File: config.mk
export PLATFORM = sky130hd
export DESIGN_NAME = dsf_rx
export DESIGN_NICKNAME = d
export VERILOG_FILES = /design/src/inc/dsf_pkg.sv /design/src/rtl/dsf_crc8.sv /design/src/rtl/dsf_rx.sv
export VERILOG_INCLUDE_DIRS = /design/src /design/src/inc
export SDC_FILE = /design/constraint.sdc
export NUM_CORES = 1
export LEC_CHECK = 0
export BUFFER_PORTS_ARGS = -buffer_cell sky130_fd_sc_hd__buf_2
export CAP_MARGIN = 25
export CORE_MARGIN = 1.5
export CORE_UTILIZATION = 44
export DETAILED_ROUTE_END_ITERATION = 12
export PLACE_DENSITY = 0.74
export SYNTH_ARGS = -nofsm -noshare
export SYNTH_HDL_FRONTEND = slang
export SYNTH_HIERARCHICAL = 1
export SYNTH_SLANG_ARGS = --single-unit
export TNS_END_PERCENT = 10
File: constraint.sdc
create_clock -name clock -period 3.2 [get_ports clock]
set_clock_uncertainty 0.2 [all_clocks]
set_input_delay 0.64 -clock clock [delete_from_list [all_inputs] [get_ports clock]]
set_output_delay 0.64 -clock clock [all_outputs]
set_load 0.02 [all_outputs]
File: src/inc/dsf_map.svh
`ifndef DSF_MAP_SVH
`define DSF_MAP_SVH
// ****************************************
// bus offsets (byte addresses)
// ****************************************
`define DSF_OFS_CTRL      4'h0
`define DSF_OFS_STATUS    4'h4
`define DSF_OFS_FRAME     4'h8
`define DSF_OFS_DACCODE   4'hC
// ****************************************
// frame field positions
// ****************************************
`define DSF_SLIP_BIT      31
`define DSF_DEVADR_HI     30
`define DSF_DEVADR_LO     29
`define DSF_REGADR_HI     28
`define DSF_REGADR_LO     24
`define DSF_DATA_HI       23
`define DSF_DATA_LO       8
`define DSF_CRC_HI        7
`define DSF_CRC_LO        0
`define DSF_FRAME_LONG    6'h20
`define DSF_FRAME_SHORT   6'h18
`define DSF_CRC_POLY      8'h07
// ****************************************
// decoded register addresses and fields
// ****************************************
`define DSF_REG_DACCODE   5'h01
`define DSF_REG_SETUP     5'h06
`define DSF_REG_GENSETUP  5'h07
`define DSF_REG_SUPPLY    5'h08
`define DSF_REG_SWRESET   5'h0E
`define DSF_SWRESET_KEY   16'hABCD
`define DSF_RST_CRC_EN    1'b1
`define DSF_RST_DEVADR    2'h0
`endif

File: src/inc/dsf_pkg.sv
package dsf_pkg;
    // output mode, one-hot so that two modes can never be both set
    typedef enum logic [1:0]
    {
        DSF_OUT_OFF  = 2'h0,
        DSF_OUT_VOLT = 2'h1,
        DSF_OUT_CURR = 2'h2
    } dsf_mode_t;
    // serial receive state, gray along idle-shift-done
    typedef enum logic [1:0]
    {
        DSF_IDLE  = 2'h0,
        DSF_SHIFT = 2'h1,
        DSF_DONE  = 2'h3
    } dsf_state_t;
endpackage

File: src/rtl/dsf_crc8.sv
`timescale 1ns/1ps
`include "dsf_map.svh"
// serial crc-8 over one bit per enable, msb first
module dsf_crc8
(
    input  wire logic       clock,   // system clock
    input  wire logic       arst_n,  // async reset, low
    input  wire logic       clr,     // restart checksum
    input  wire logic       en,      // one data bit present
    input  wire logic       din,     // data bit
    output logic [7:0]      crc      // running checksum
);
    logic fb;                        // feedback bit
    assign fb = crc[7] ^ din;
    // shift register with polynomial feedback
    always_ff @(posedge clock or negedge arst_n)
    begin
        if (!arst_n)
            crc <= 8'h00;
        else if (clr)
            crc <= 8'h00;
        else if (en)
            crc <= {crc[6:0], 1'b0} ^ (fb ? `DSF_CRC_POLY : 8'h00);
    end
endmodule

File: src/rtl/dsf_rx.sv
`timescale 1ns/1ps
// Behaviour
// - checksum on at reset, 32-bit frames
// - msb first, sampled on falling sclk
// - checksum off: 24 bits used, extra ignored
// - slip, device, register, data, checksum fields
// - dac code kept as straight binary
// - voltage and current modes never both on
// - six current ranges selectable
// - four voltage ranges selectable
// - setup bit adds twenty percent overrange
// - general setup bit offsets unipolar ranges negatively
// - strobe high blocks output register update
// - dynamic tracking mode selectable
// - fixed supply level held from software
// - configuration sent over three-wire interdie link
// - outputs disabled after any reset
`include "dsf_map.svh"
module dsf_rx
(
    input  wire logic        clock,              // 20 MHz system clock
    input  wire logic        arst_n,             // async reset, low
    input  wire logic        sclk,               // serial clock pin
    input  wire logic        sync_n,             // chip select pin, low
    input  wire logic        sdin,               // serial data pin
    input  wire logic        load_dac_strobe,    // load strobe pin, high holds
    input  wire logic [3:0]  avs_address,        // avalon byte address
    input  wire logic        avs_read,           // avalon read
    input  wire logic        avs_write,          // avalon write
    input  wire logic [31:0] avs_writedata,      // avalon write data
    output logic [31:0]      avs_readdata,       // avalon read data
    output logic             avs_waitrequest,    // avalon wait
    output logic             volt_en,            // voltage stage on
    output logic             curr_en,            // current stage on
    output logic [2:0]       range_sel,          // selected output range
    output logic             overrange_en,       // twenty percent overrange
    output logic             neg_offset_en,      // unipolar negative offset
    output logic             dynamic_supply_tracking, // tracking mode on
    output logic [4:0]       fixed_supply_setting,    // fixed supply level
    output logic [15:0]      dac_out,            // straight binary code
    output logic             link_clk,           // interdie clock
    output logic             link_cs_n,          // interdie select, low
    output logic             link_dat            // interdie data
);
    // ****************************************
    // pin synchronisers
    // ****************************************
    logic [1:0] sclk_s_q;                        // sclk two-stage
    logic [1:0] cs_s_q;                          // select two-stage
    logic [1:0] sd_s_q;                          // data two-stage
    logic [1:0] ld_s_q;                          // strobe two-stage
    logic       sclk_old_q;                      // last synced sclk
    logic       cs_old_q;                        // last synced select
    // only stage one feeds stage two; edges use stage two
    always_ff @(posedge clock or negedge arst_n)
    begin
        if (!arst_n)
        begin
            sclk_s_q   <= 2'h0;
            cs_s_q     <= 2'h3;
            sd_s_q     <= 2'h0;
            ld_s_q     <= 2'h3;
            sclk_old_q <= 1'b0;
            cs_old_q   <= 1'b1;
        end
        else
        begin
            sclk_s_q   <= {sclk_s_q[0], sclk};
            cs_s_q     <= {cs_s_q[0], sync_n};
            sd_s_q     <= {sd_s_q[0], sdin};
            ld_s_q     <= {ld_s_q[0], load_dac_strobe};
            sclk_old_q <= sclk_s_q[1];
            cs_old_q   <= cs_s_q[1];
        end
    end
    // sampling through a 20 MHz clock limits sclk to a few MHz here,
    // well under what the host may legally run
    wire sclk_fall = sclk_old_q & ~sclk_s_q[1];
    wire cs_fall   = cs_old_q & ~cs_s_q[1];
    wire cs_rise   = ~cs_old_q & cs_s_q[1];
    wire cs_low    = ~cs_s_q[1];
    // ****************************************
    // frame shift register
    // ****************************************
    dsf_pkg::dsf_state_t st_q;                   // receive state
    dsf_pkg::dsf_state_t st_d;                   // next state
    logic [31:0] sh_q;                           // input shift register
    logic [5:0]  cnt_q;                          // bits received
    logic        crc_en_q;                       // checksum protection
    logic [31:0] last_q;                         // last accepted frame
    logic [7:0]  crc_val;                        // running checksum
    logic        good_cnt_q;                     // frames accepted count lsb
    logic        bad_q;                          // sticky checksum or length error
    wire take_bit  = (st_q == dsf_pkg::DSF_SHIFT) && cs_low && sclk_fall && (cnt_q != `DSF_FRAME_LONG);
    wire crc_bit   = take_bit && (cnt_q < `DSF_FRAME_SHORT);
    // frame aligned into bits 31:8 regardless of length
    wire [31:0] frm = crc_en_q ? sh_q : {sh_q[23:0], 8'h00};
    wire len_ok    = crc_en_q ? (cnt_q == `DSF_FRAME_LONG) : (cnt_q >= `DSF_FRAME_SHORT);
    wire crc_ok    = ~crc_en_q || (crc_val == sh_q[`DSF_CRC_HI:`DSF_CRC_LO]);
    wire dev_ok    = frm[`DSF_DEVADR_HI:`DSF_DEVADR_LO] == `DSF_RST_DEVADR;
    wire accept    = (st_q == dsf_pkg::DSF_DONE) && len_ok && crc_ok && dev_ok;
    wire reject    = (st_q == dsf_pkg::DSF_DONE) && !(len_ok && crc_ok);
    wire [4:0]  f_reg  = frm[`DSF_REGADR_HI:`DSF_REGADR_LO];
    wire [15:0] f_data = frm[`DSF_DATA_HI:`DSF_DATA_LO];
    // state sequence: wait select low, shift, act at select high
    always_comb
    begin
        st_d = st_q;
        case (st_q)
            dsf_pkg::DSF_IDLE:  if (cs_fall) st_d = dsf_pkg::DSF_SHIFT;
            dsf_pkg::DSF_SHIFT: if (cs_rise) st_d = dsf_pkg::DSF_DONE;
            dsf_pkg::DSF_DONE:  st_d = dsf_pkg::DSF_IDLE;
            default:            st_d = dsf_pkg::DSF_IDLE;
        endcase
    end
    // shift msb first; count holds at 32 so extra bits are ignored
    always_ff @(posedge clock or negedge arst_n)
    begin
        if (!arst_n)
        begin
            st_q  <= dsf_pkg::DSF_IDLE;
            sh_q  <= 32'h0000_0000;
            cnt_q <= 6'h00;
        end
        else
        begin
            st_q <= st_d;
            if (cs_fall)
                cnt_q <= 6'h00;
            else if (take_bit)
            begin
                cnt_q <= cnt_q + 6'h01;
                if (crc_en_q || cnt_q < `DSF_FRAME_SHORT)
                    sh_q <= {sh_q[30:0], sd_s_q[1]};
            end
        end
    end
    dsf_crc8 u_crc
    (
        .clock  (clock),
        .arst_n (arst_n),
        .clr    (cs_fall),
        .en     (crc_bit),
        .din    (sd_s_q[1]),
        .crc    (crc_val)
    );
    // ****************************************
    // device configuration from frames
    // ****************************************
    logic [15:0] code_q;                         // input code register
    logic        soft_rst_q;                     // software reset pulse
    wire w_code   = accept && f_reg == `DSF_REG_DACCODE;
    wire w_setup  = accept && f_reg == `DSF_REG_SETUP;
    wire w_gen    = accept && f_reg == `DSF_REG_GENSETUP;
    wire w_supply = accept && f_reg == `DSF_REG_SUPPLY;
    wire w_swrst  = accept && f_reg == `DSF_REG_SWRESET && f_data == `DSF_SWRESET_KEY;
    // setup: [1:0] mode, [4:2] range, [5] overrange; gen: [0] offset, [1] crc
    wire [1:0] mode_req = f_data[1:0];
    // both bits set is refused as mode off
    wire v_req = mode_req == dsf_pkg::DSF_OUT_VOLT;
    wire c_req = mode_req == dsf_pkg::DSF_OUT_CURR;
    // voltage mode only has four ranges, top bit cleared
    wire [2:0] rng_req = c_req ? ((f_data[4:2] > 3'h5) ? 3'h0 : f_data[4:2]) : {1'b0, f_data[3:2]};
    // config registers; software reset re-enters defaults
    always_ff @(posedge clock or negedge arst_n)
    begin
        if (!arst_n)
        begin
            volt_en                 <= 1'b0;
            curr_en                 <= 1'b0;
            range_sel               <= 3'h0;
            overrange_en            <= 1'b0;
            neg_offset_en           <= 1'b0;
            crc_en_q                <= `DSF_RST_CRC_EN;
            dynamic_supply_tracking <= 1'b0;
            fixed_supply_setting    <= 5'h00;
            code_q                  <= 16'h0000;
            soft_rst_q              <= 1'b0;
        end
        else if (soft_rst_q)
        begin
            volt_en                 <= 1'b0;
            curr_en                 <= 1'b0;
            range_sel               <= 3'h0;
            overrange_en            <= 1'b0;
            neg_offset_en           <= 1'b0;
            crc_en_q                <= `DSF_RST_CRC_EN;
            dynamic_supply_tracking <= 1'b0;
            fixed_supply_setting    <= 5'h00;
            code_q                  <= 16'h0000;
            soft_rst_q              <= 1'b0;
        end
        else
        begin
            soft_rst_q <= w_swrst;
            if (w_setup)
            begin
                volt_en      <= v_req;
                curr_en      <= c_req;
                range_sel    <= rng_req;
                overrange_en <= f_data[5];
            end
            if (w_gen)
            begin
                neg_offset_en <= f_data[0];
                crc_en_q      <= f_data[1];
            end
            if (w_supply)
            begin
                dynamic_supply_tracking <= f_data[5];
                fixed_supply_setting    <= f_data[4:0];
            end
            if (w_code)
                code_q <= f_data;
        end
    end
    // output register follows code only while strobe is low
    always_ff @(posedge clock or negedge arst_n)
    begin
        if (!arst_n)
            dac_out <= 16'h0000;
        else if (soft_rst_q)
            dac_out <= 16'h0000;
        else if (!ld_s_q[1])
            dac_out <= code_q;
    end
    // ****************************************
    // interdie three-wire forwarder
    // ****************************************
    logic [22:0] lk_sh_q;                    // reg address and data
    logic [4:0]  lk_cnt_q;                   // bits left
    logic        lk_div_q;                   // clock divider phase
    // a config frame is forwarded; a frame during a send is dropped
    wire lk_start = (w_setup | w_gen | w_supply) && lk_cnt_q == 5'h00;
    always_ff @(posedge clock or negedge arst_n)
    begin
        if (!arst_n)
        begin
            lk_sh_q   <= 23'h000000;
            lk_cnt_q  <= 5'h00;
            lk_div_q  <= 1'b0;
            link_clk  <= 1'b0;
            link_cs_n <= 1'b1;
            link_dat  <= 1'b0;
        end
        else if (lk_start)
        begin
            lk_sh_q   <= {2'h0, f_reg, f_data};
            lk_cnt_q  <= 5'h17;
            lk_div_q  <= 1'b0;
            link_cs_n <= 1'b0;
        end
        else if (lk_cnt_q != 5'h00)
        begin
            lk_div_q <= ~lk_div_q;
            link_clk <= lk_div_q;
            if (!lk_div_q)
            begin
                link_dat <= lk_sh_q[22];
                lk_sh_q  <= {lk_sh_q[21:0], 1'b0};
            end
            else
                lk_cnt_q <= lk_cnt_q - 5'h01;
        end
        else
        begin
            link_clk  <= 1'b0;
            link_cs_n <= 1'b1;
        end
    end
    // ****************************************
    // avalon slave, one wait cycle per access
    // ****************************************
    logic        ack_q;                      // answer phase
    wire req      = avs_read | avs_write;
    wire hit_ctrl = avs_address == `DSF_OFS_CTRL;
    wire [31:0] rd_mux =
        hit_ctrl                         ? {30'h0, neg_offset_en, crc_en_q} :
        (avs_address == `DSF_OFS_STATUS) ? {26'h0, curr_en, volt_en, good_cnt_q, bad_q, 1'b0, ld_s_q[1]} :
        (avs_address == `DSF_OFS_FRAME)  ? last_q :
        (avs_address == `DSF_OFS_DACCODE)? {16'h0, dac_out} : 32'h0000_0000;
    // waitrequest high until the second cycle of a request
    always_ff @(posedge clock or negedge arst_n)
    begin
        if (!arst_n)
        begin
            ack_q           <= 1'b0;
            avs_waitrequest <= 1'b1;
            avs_readdata    <= 32'h0000_0000;
            last_q          <= 32'h0000_0000;
            good_cnt_q      <= 1'b0;
            bad_q           <= 1'b0;
        end
        else
        begin
            ack_q           <= req & ~ack_q;
            avs_waitrequest <= ~(req & ~ack_q);
            if (req & ~ack_q)
                avs_readdata <= rd_mux;
            if (accept)
            begin
                last_q     <= frm;
                good_cnt_q <= ~good_cnt_q;
            end
            // set wins over a software clear in the same cycle
            if (reject)
                bad_q <= 1'b1;
            else if (avs_write && ack_q && hit_ctrl && avs_writedata[8])
                bad_q <= 1'b0;
        end
    end
endmodule

==> reports/results.tsv <==
stage	metric	value	unit
die	die width	146	um
timing	Min Hold Slack	49.3	ps
pwr	maximum VDD drop	0.265	mV
setup_path	WP data arrival	2950	ps
setup_path	element type at the critical path end	register	
global_route	largest net degree at the start of global routing	61	
pwr	PwrDens	525	nW/um^2
synthesis	sequential area share after synthesis	0.568	
clock_network	CTS Buf Count	21	
synthesis	Async SR Flop Fraction	1.00	
pwr	Leakage Power	4.98	nW
detailed_routing	via count	6301	
finish	share of cells above drive strength 1	0.253	
detailed_routing	DRC Markers	0	
clock_network	Root Buffer	clkbuf_16	
setup_path	r2r endpoint	lk_sh_q[6]$_DFFE_PN0P_	
timing	max-slew headroom at the worst pin	0.447	
detailed_routing	1st-pass router iterations	4	
timing	worst slew pin tran	807	ps
finish	fin area	10600	um^2
detailed_routing	Vias/cell	5.51	
die	# IOs	109	
placement	placed inst area	9840	um^2
placement	I/O Buffers	77	
setup_path	FF-to-FF Start	cnt_q[0]$_DFFE_PN0P_	
run	max-cap check violation count	0	
clock_network	Resized Gates After CTS	0	
synthesis	Avg Cell Area, Syn	11.6	um^2
setup_path	WP data required	3340	ps
clock_network	CTS Hold Bufs	1	
synthesis	Synth Flop Type	dfrtp_1	
clock_network	Longest Clk Path Bufs	3	
synthesis	Syn Nets	824	
timing	Final Hold Viols	0	
global_route	GRT Residual Overflow	0	
worst_hold_path	sink of the worst hold path	ld_s_q[0]$_DFF_PN1_	
setup_path	Crit. Startpoint	cnt_q[0]$_DFFE_PN0P_	
clock_network	CTS tree	built	
synthesis	Post-synth EDFFs	0	
finish	n_diodes	0	
worst_hold_path	hold path cells	1	
setup_path	CP Max Fanout	35	
global_route	GRT Total Usage	0.199	
synthesis	mapped cell area	9050	um^2
global_route	initial antenna violation count	1	
die	Rows	52	
timing	min Tclk post-route	2810	ps
clock_network	Post-CTS Setup Bufs	0	
placement	post-detail-place hpwl	14000	um
clock_network	Sink Count	205	
finish	Synth-to-Final Area Change	16.8	%
worst_hold_path	hold_sp	load_dac_strobe	
synthesis	Mapped Cells	777	
detailed_routing	post-route ant nets	0	
setup_path	Setup CP Type	reg2reg	
clock_network	H-tree depth	1	
timing	Final period util	0.877	
worst_hold_path	Hold WC Path Type	in2reg	
timing	Max Clk Rate	356	MHz
setup_path	crit path cell chain	inv_1, ha_1, nor4b_1, nand4_1, o31ai_4, buf_12, and4_1, buf_4, a221oi_1	
timing	final setup vio count	0	
die	die footprint	21400	um^2
global_route	first-pass GRT wire length	34100	um
setup_path	CP max stage delay	400	ps
clock_network	clock input transition at the sequential cells of the worst setup and hold paths	60	ps
synthesis	Distinct cells, synth	61	
detailed_routing	drt first-iter violations	363	
setup_path	register-to-register path setup slack	390	ps
global_route	vias in the first global route	6099	
placement	Placer Congestion	0.800	
synthesis	Seq cells post-synth	205	
detailed_routing	WL/cell	18.4	um
die	CORE AREA	20200	um^2
synthesis	Ys Warns	6	
timing	RSZ-0062 raised after global routing	no	
run_status	outcome	finished clean	
detailed_routing	DRT Wirelength	21000	um
setup_path	crit start category	register	
finish	nets	907	
setup_path	cells on worst reg2reg path	9	
timing	Pins Over Slew Limit	0	
setup_path	Worst path slowest cell	dfrtp_1	
die	initial core utilization	0.447	
clock_network	Clock Latency Late Sink	500	ps
timing	Post-Route Setup TNS	0	ps
die	Die Ht	146	um
## synthesized netlist by cell type, types with 4 or more instances
library cell | count | area (um^2)
and2_1 | 4 | 25.0
mux2_2 | 50 | 563
mux2i_1 | 74 | 741
a22o_1 | 16 | 140
xnor2_1 | 9 | 78.8
a211oi_1 | 21 | 158
a22oi_1 | 5 | 37.5
nor2b_1 | 6 | 37.5
dfstp_2 | 8 | 210
nand4_1 | 12 | 75.1
o21ai_0 | 35 | 175
xor2_1 | 5 | 43.8
nor4_1 | 4 | 25.0
nand2b_1 | 6 | 37.5
a21oi_1 | 13 | 65.1
a221oi_2 | 8 | 120
a221oi_1 | 9 | 78.8
nor2_1 | 66 | 248
buf_1 | 5 | 18.8
buf_2 | 11 | 55.1
nand3_1 | 11 | 55.1
clkbuf_1 | 27 | 101
dfrtp_1 | 197 | 4930
inv_1 | 48 | 180
a31oi_1 | 21 | 131
nand2_1 | 48 | 180
## placed cells by master (no fill, tap or decap), types with 16 or more instances in the layout
master     count
clkbuf_16     21
dfrtp_1      197
mux2i_1       74
inv_1         48
a211oi_1      21
a22o_1        16
nand2_1       48
nor2_1        66
mux2_2        50
buf_4         26
o21ai_0       35
buf_2         76
a31oi_1       21
## worst max-delay path, delay by kind of cell (launching register included)
| family | cells | cell delay, ps |
|---|---|---|
| flip-flops | 1 | 400 |
| AO/OA/AOI/OAI | 2 | 490 |
| buffers and inverters | 3 | 610 |
| adder cells (fa/ha/maj) | 1 | 130 |
| AND/OR/NAND/NOR | 3 | 800 |
## kinds of logic after synthesis
| family | synth area share |
|---|---|
| adder cells (fa/ha/maj) | 0.00415 |
| AO/OA/AOI/OAI | 0.120 |
| multiplexers | 0.150 |
| XOR/XNOR | 0.0135 |
| buffers and inverters | 0.0459 |
| AND/OR/NAND/NOR | 0.0986 |
| flip-flops | 0.568 |
## where the power goes
part           internal, W  leakage, nW  total, W  switching [W]
clock              0.00153        0.345   0.00252       0.000994
sequential         0.00263         2.81   0.00269      0.0000519
combinational     0.000120         1.82  0.000348       0.000227
total              0.00428         4.98   0.00555        0.00127
## layer usage
layer	global-route usage	part of all wire	vias up
met2	0.321	0.47	213
met4	0.0636	0.028	2
li1	-	-	2926
met5	0	0.00076	-
met1	0.274	0.45	3113
met3	0.0344	0.057	47
## stage by stage
step / cells / total power (W) / utilization / setup slack (ps)
after detailed placement: 1105 / 0.00308 / 0.486 / 389
final: 1144 / 0.00555 / 0.522 / 394
after global placement: 1105 / 0.00308 / 0.486 / 406
after floorplan: 777 / 0.00290 / - / 572
after global routing: 1144 / 0.00576 / 0.522 / 121
after CTS: 1143 / 0.00560 / 0.522 / 356
## area by class of cell
| class | count | area (um^2) |
|---|---|---|
| Inverter | 49 | 184 |
| Sequential cell | 205 | 5140 |
| Multi-Input combinational cell | 474 | 3500 |
| Tap cell | 270 | 338 |
| Clock buffer | 29 | 586 |
| Fill cell | 1728 | 9660 |
| Timing Repair Buffer | 109 | 694 |
| Clock inverter | 8 | 125 |
## flip-flops by register name, summed over array words and instances, names as in the netlist, 2 cells and up
signal and count:
code_q 16, st_q 2, sh_q 32, sclk_s_q 2
cs_s_q 2, range_sel 3, lk_sh_q 23, last_q 32
u_crc/crc 8, cnt_q 6, sd_s_q 2, fixed_supply_setting 5
dac_out 16, lk_cnt_q 5, avs_readdata 32, ld_s_q 2
## worst max path at each step
| stage | endpoint | slack, ps |
|---|---|---|
| after global routing | lk_sh_q[6]$_DFFE_PN0P_ | 120 |
| final | lk_sh_q[6]$_DFFE_PN0P_ | 390 |
| after detailed placement | lk_sh_q[2]$_DFFE_PN0P_ | 390 |
| after global placement | lk_sh_q[9]$_DFFE_PN0P_ | 410 |
| after CTS | lk_sh_q[9]$_DFFE_PN0P_ | 360 |
| after floorplan | lk_sh_q[6]$_DFFE_PN0P_ | 570 |
No activity file was read; power rests on OpenSTA's default activity.
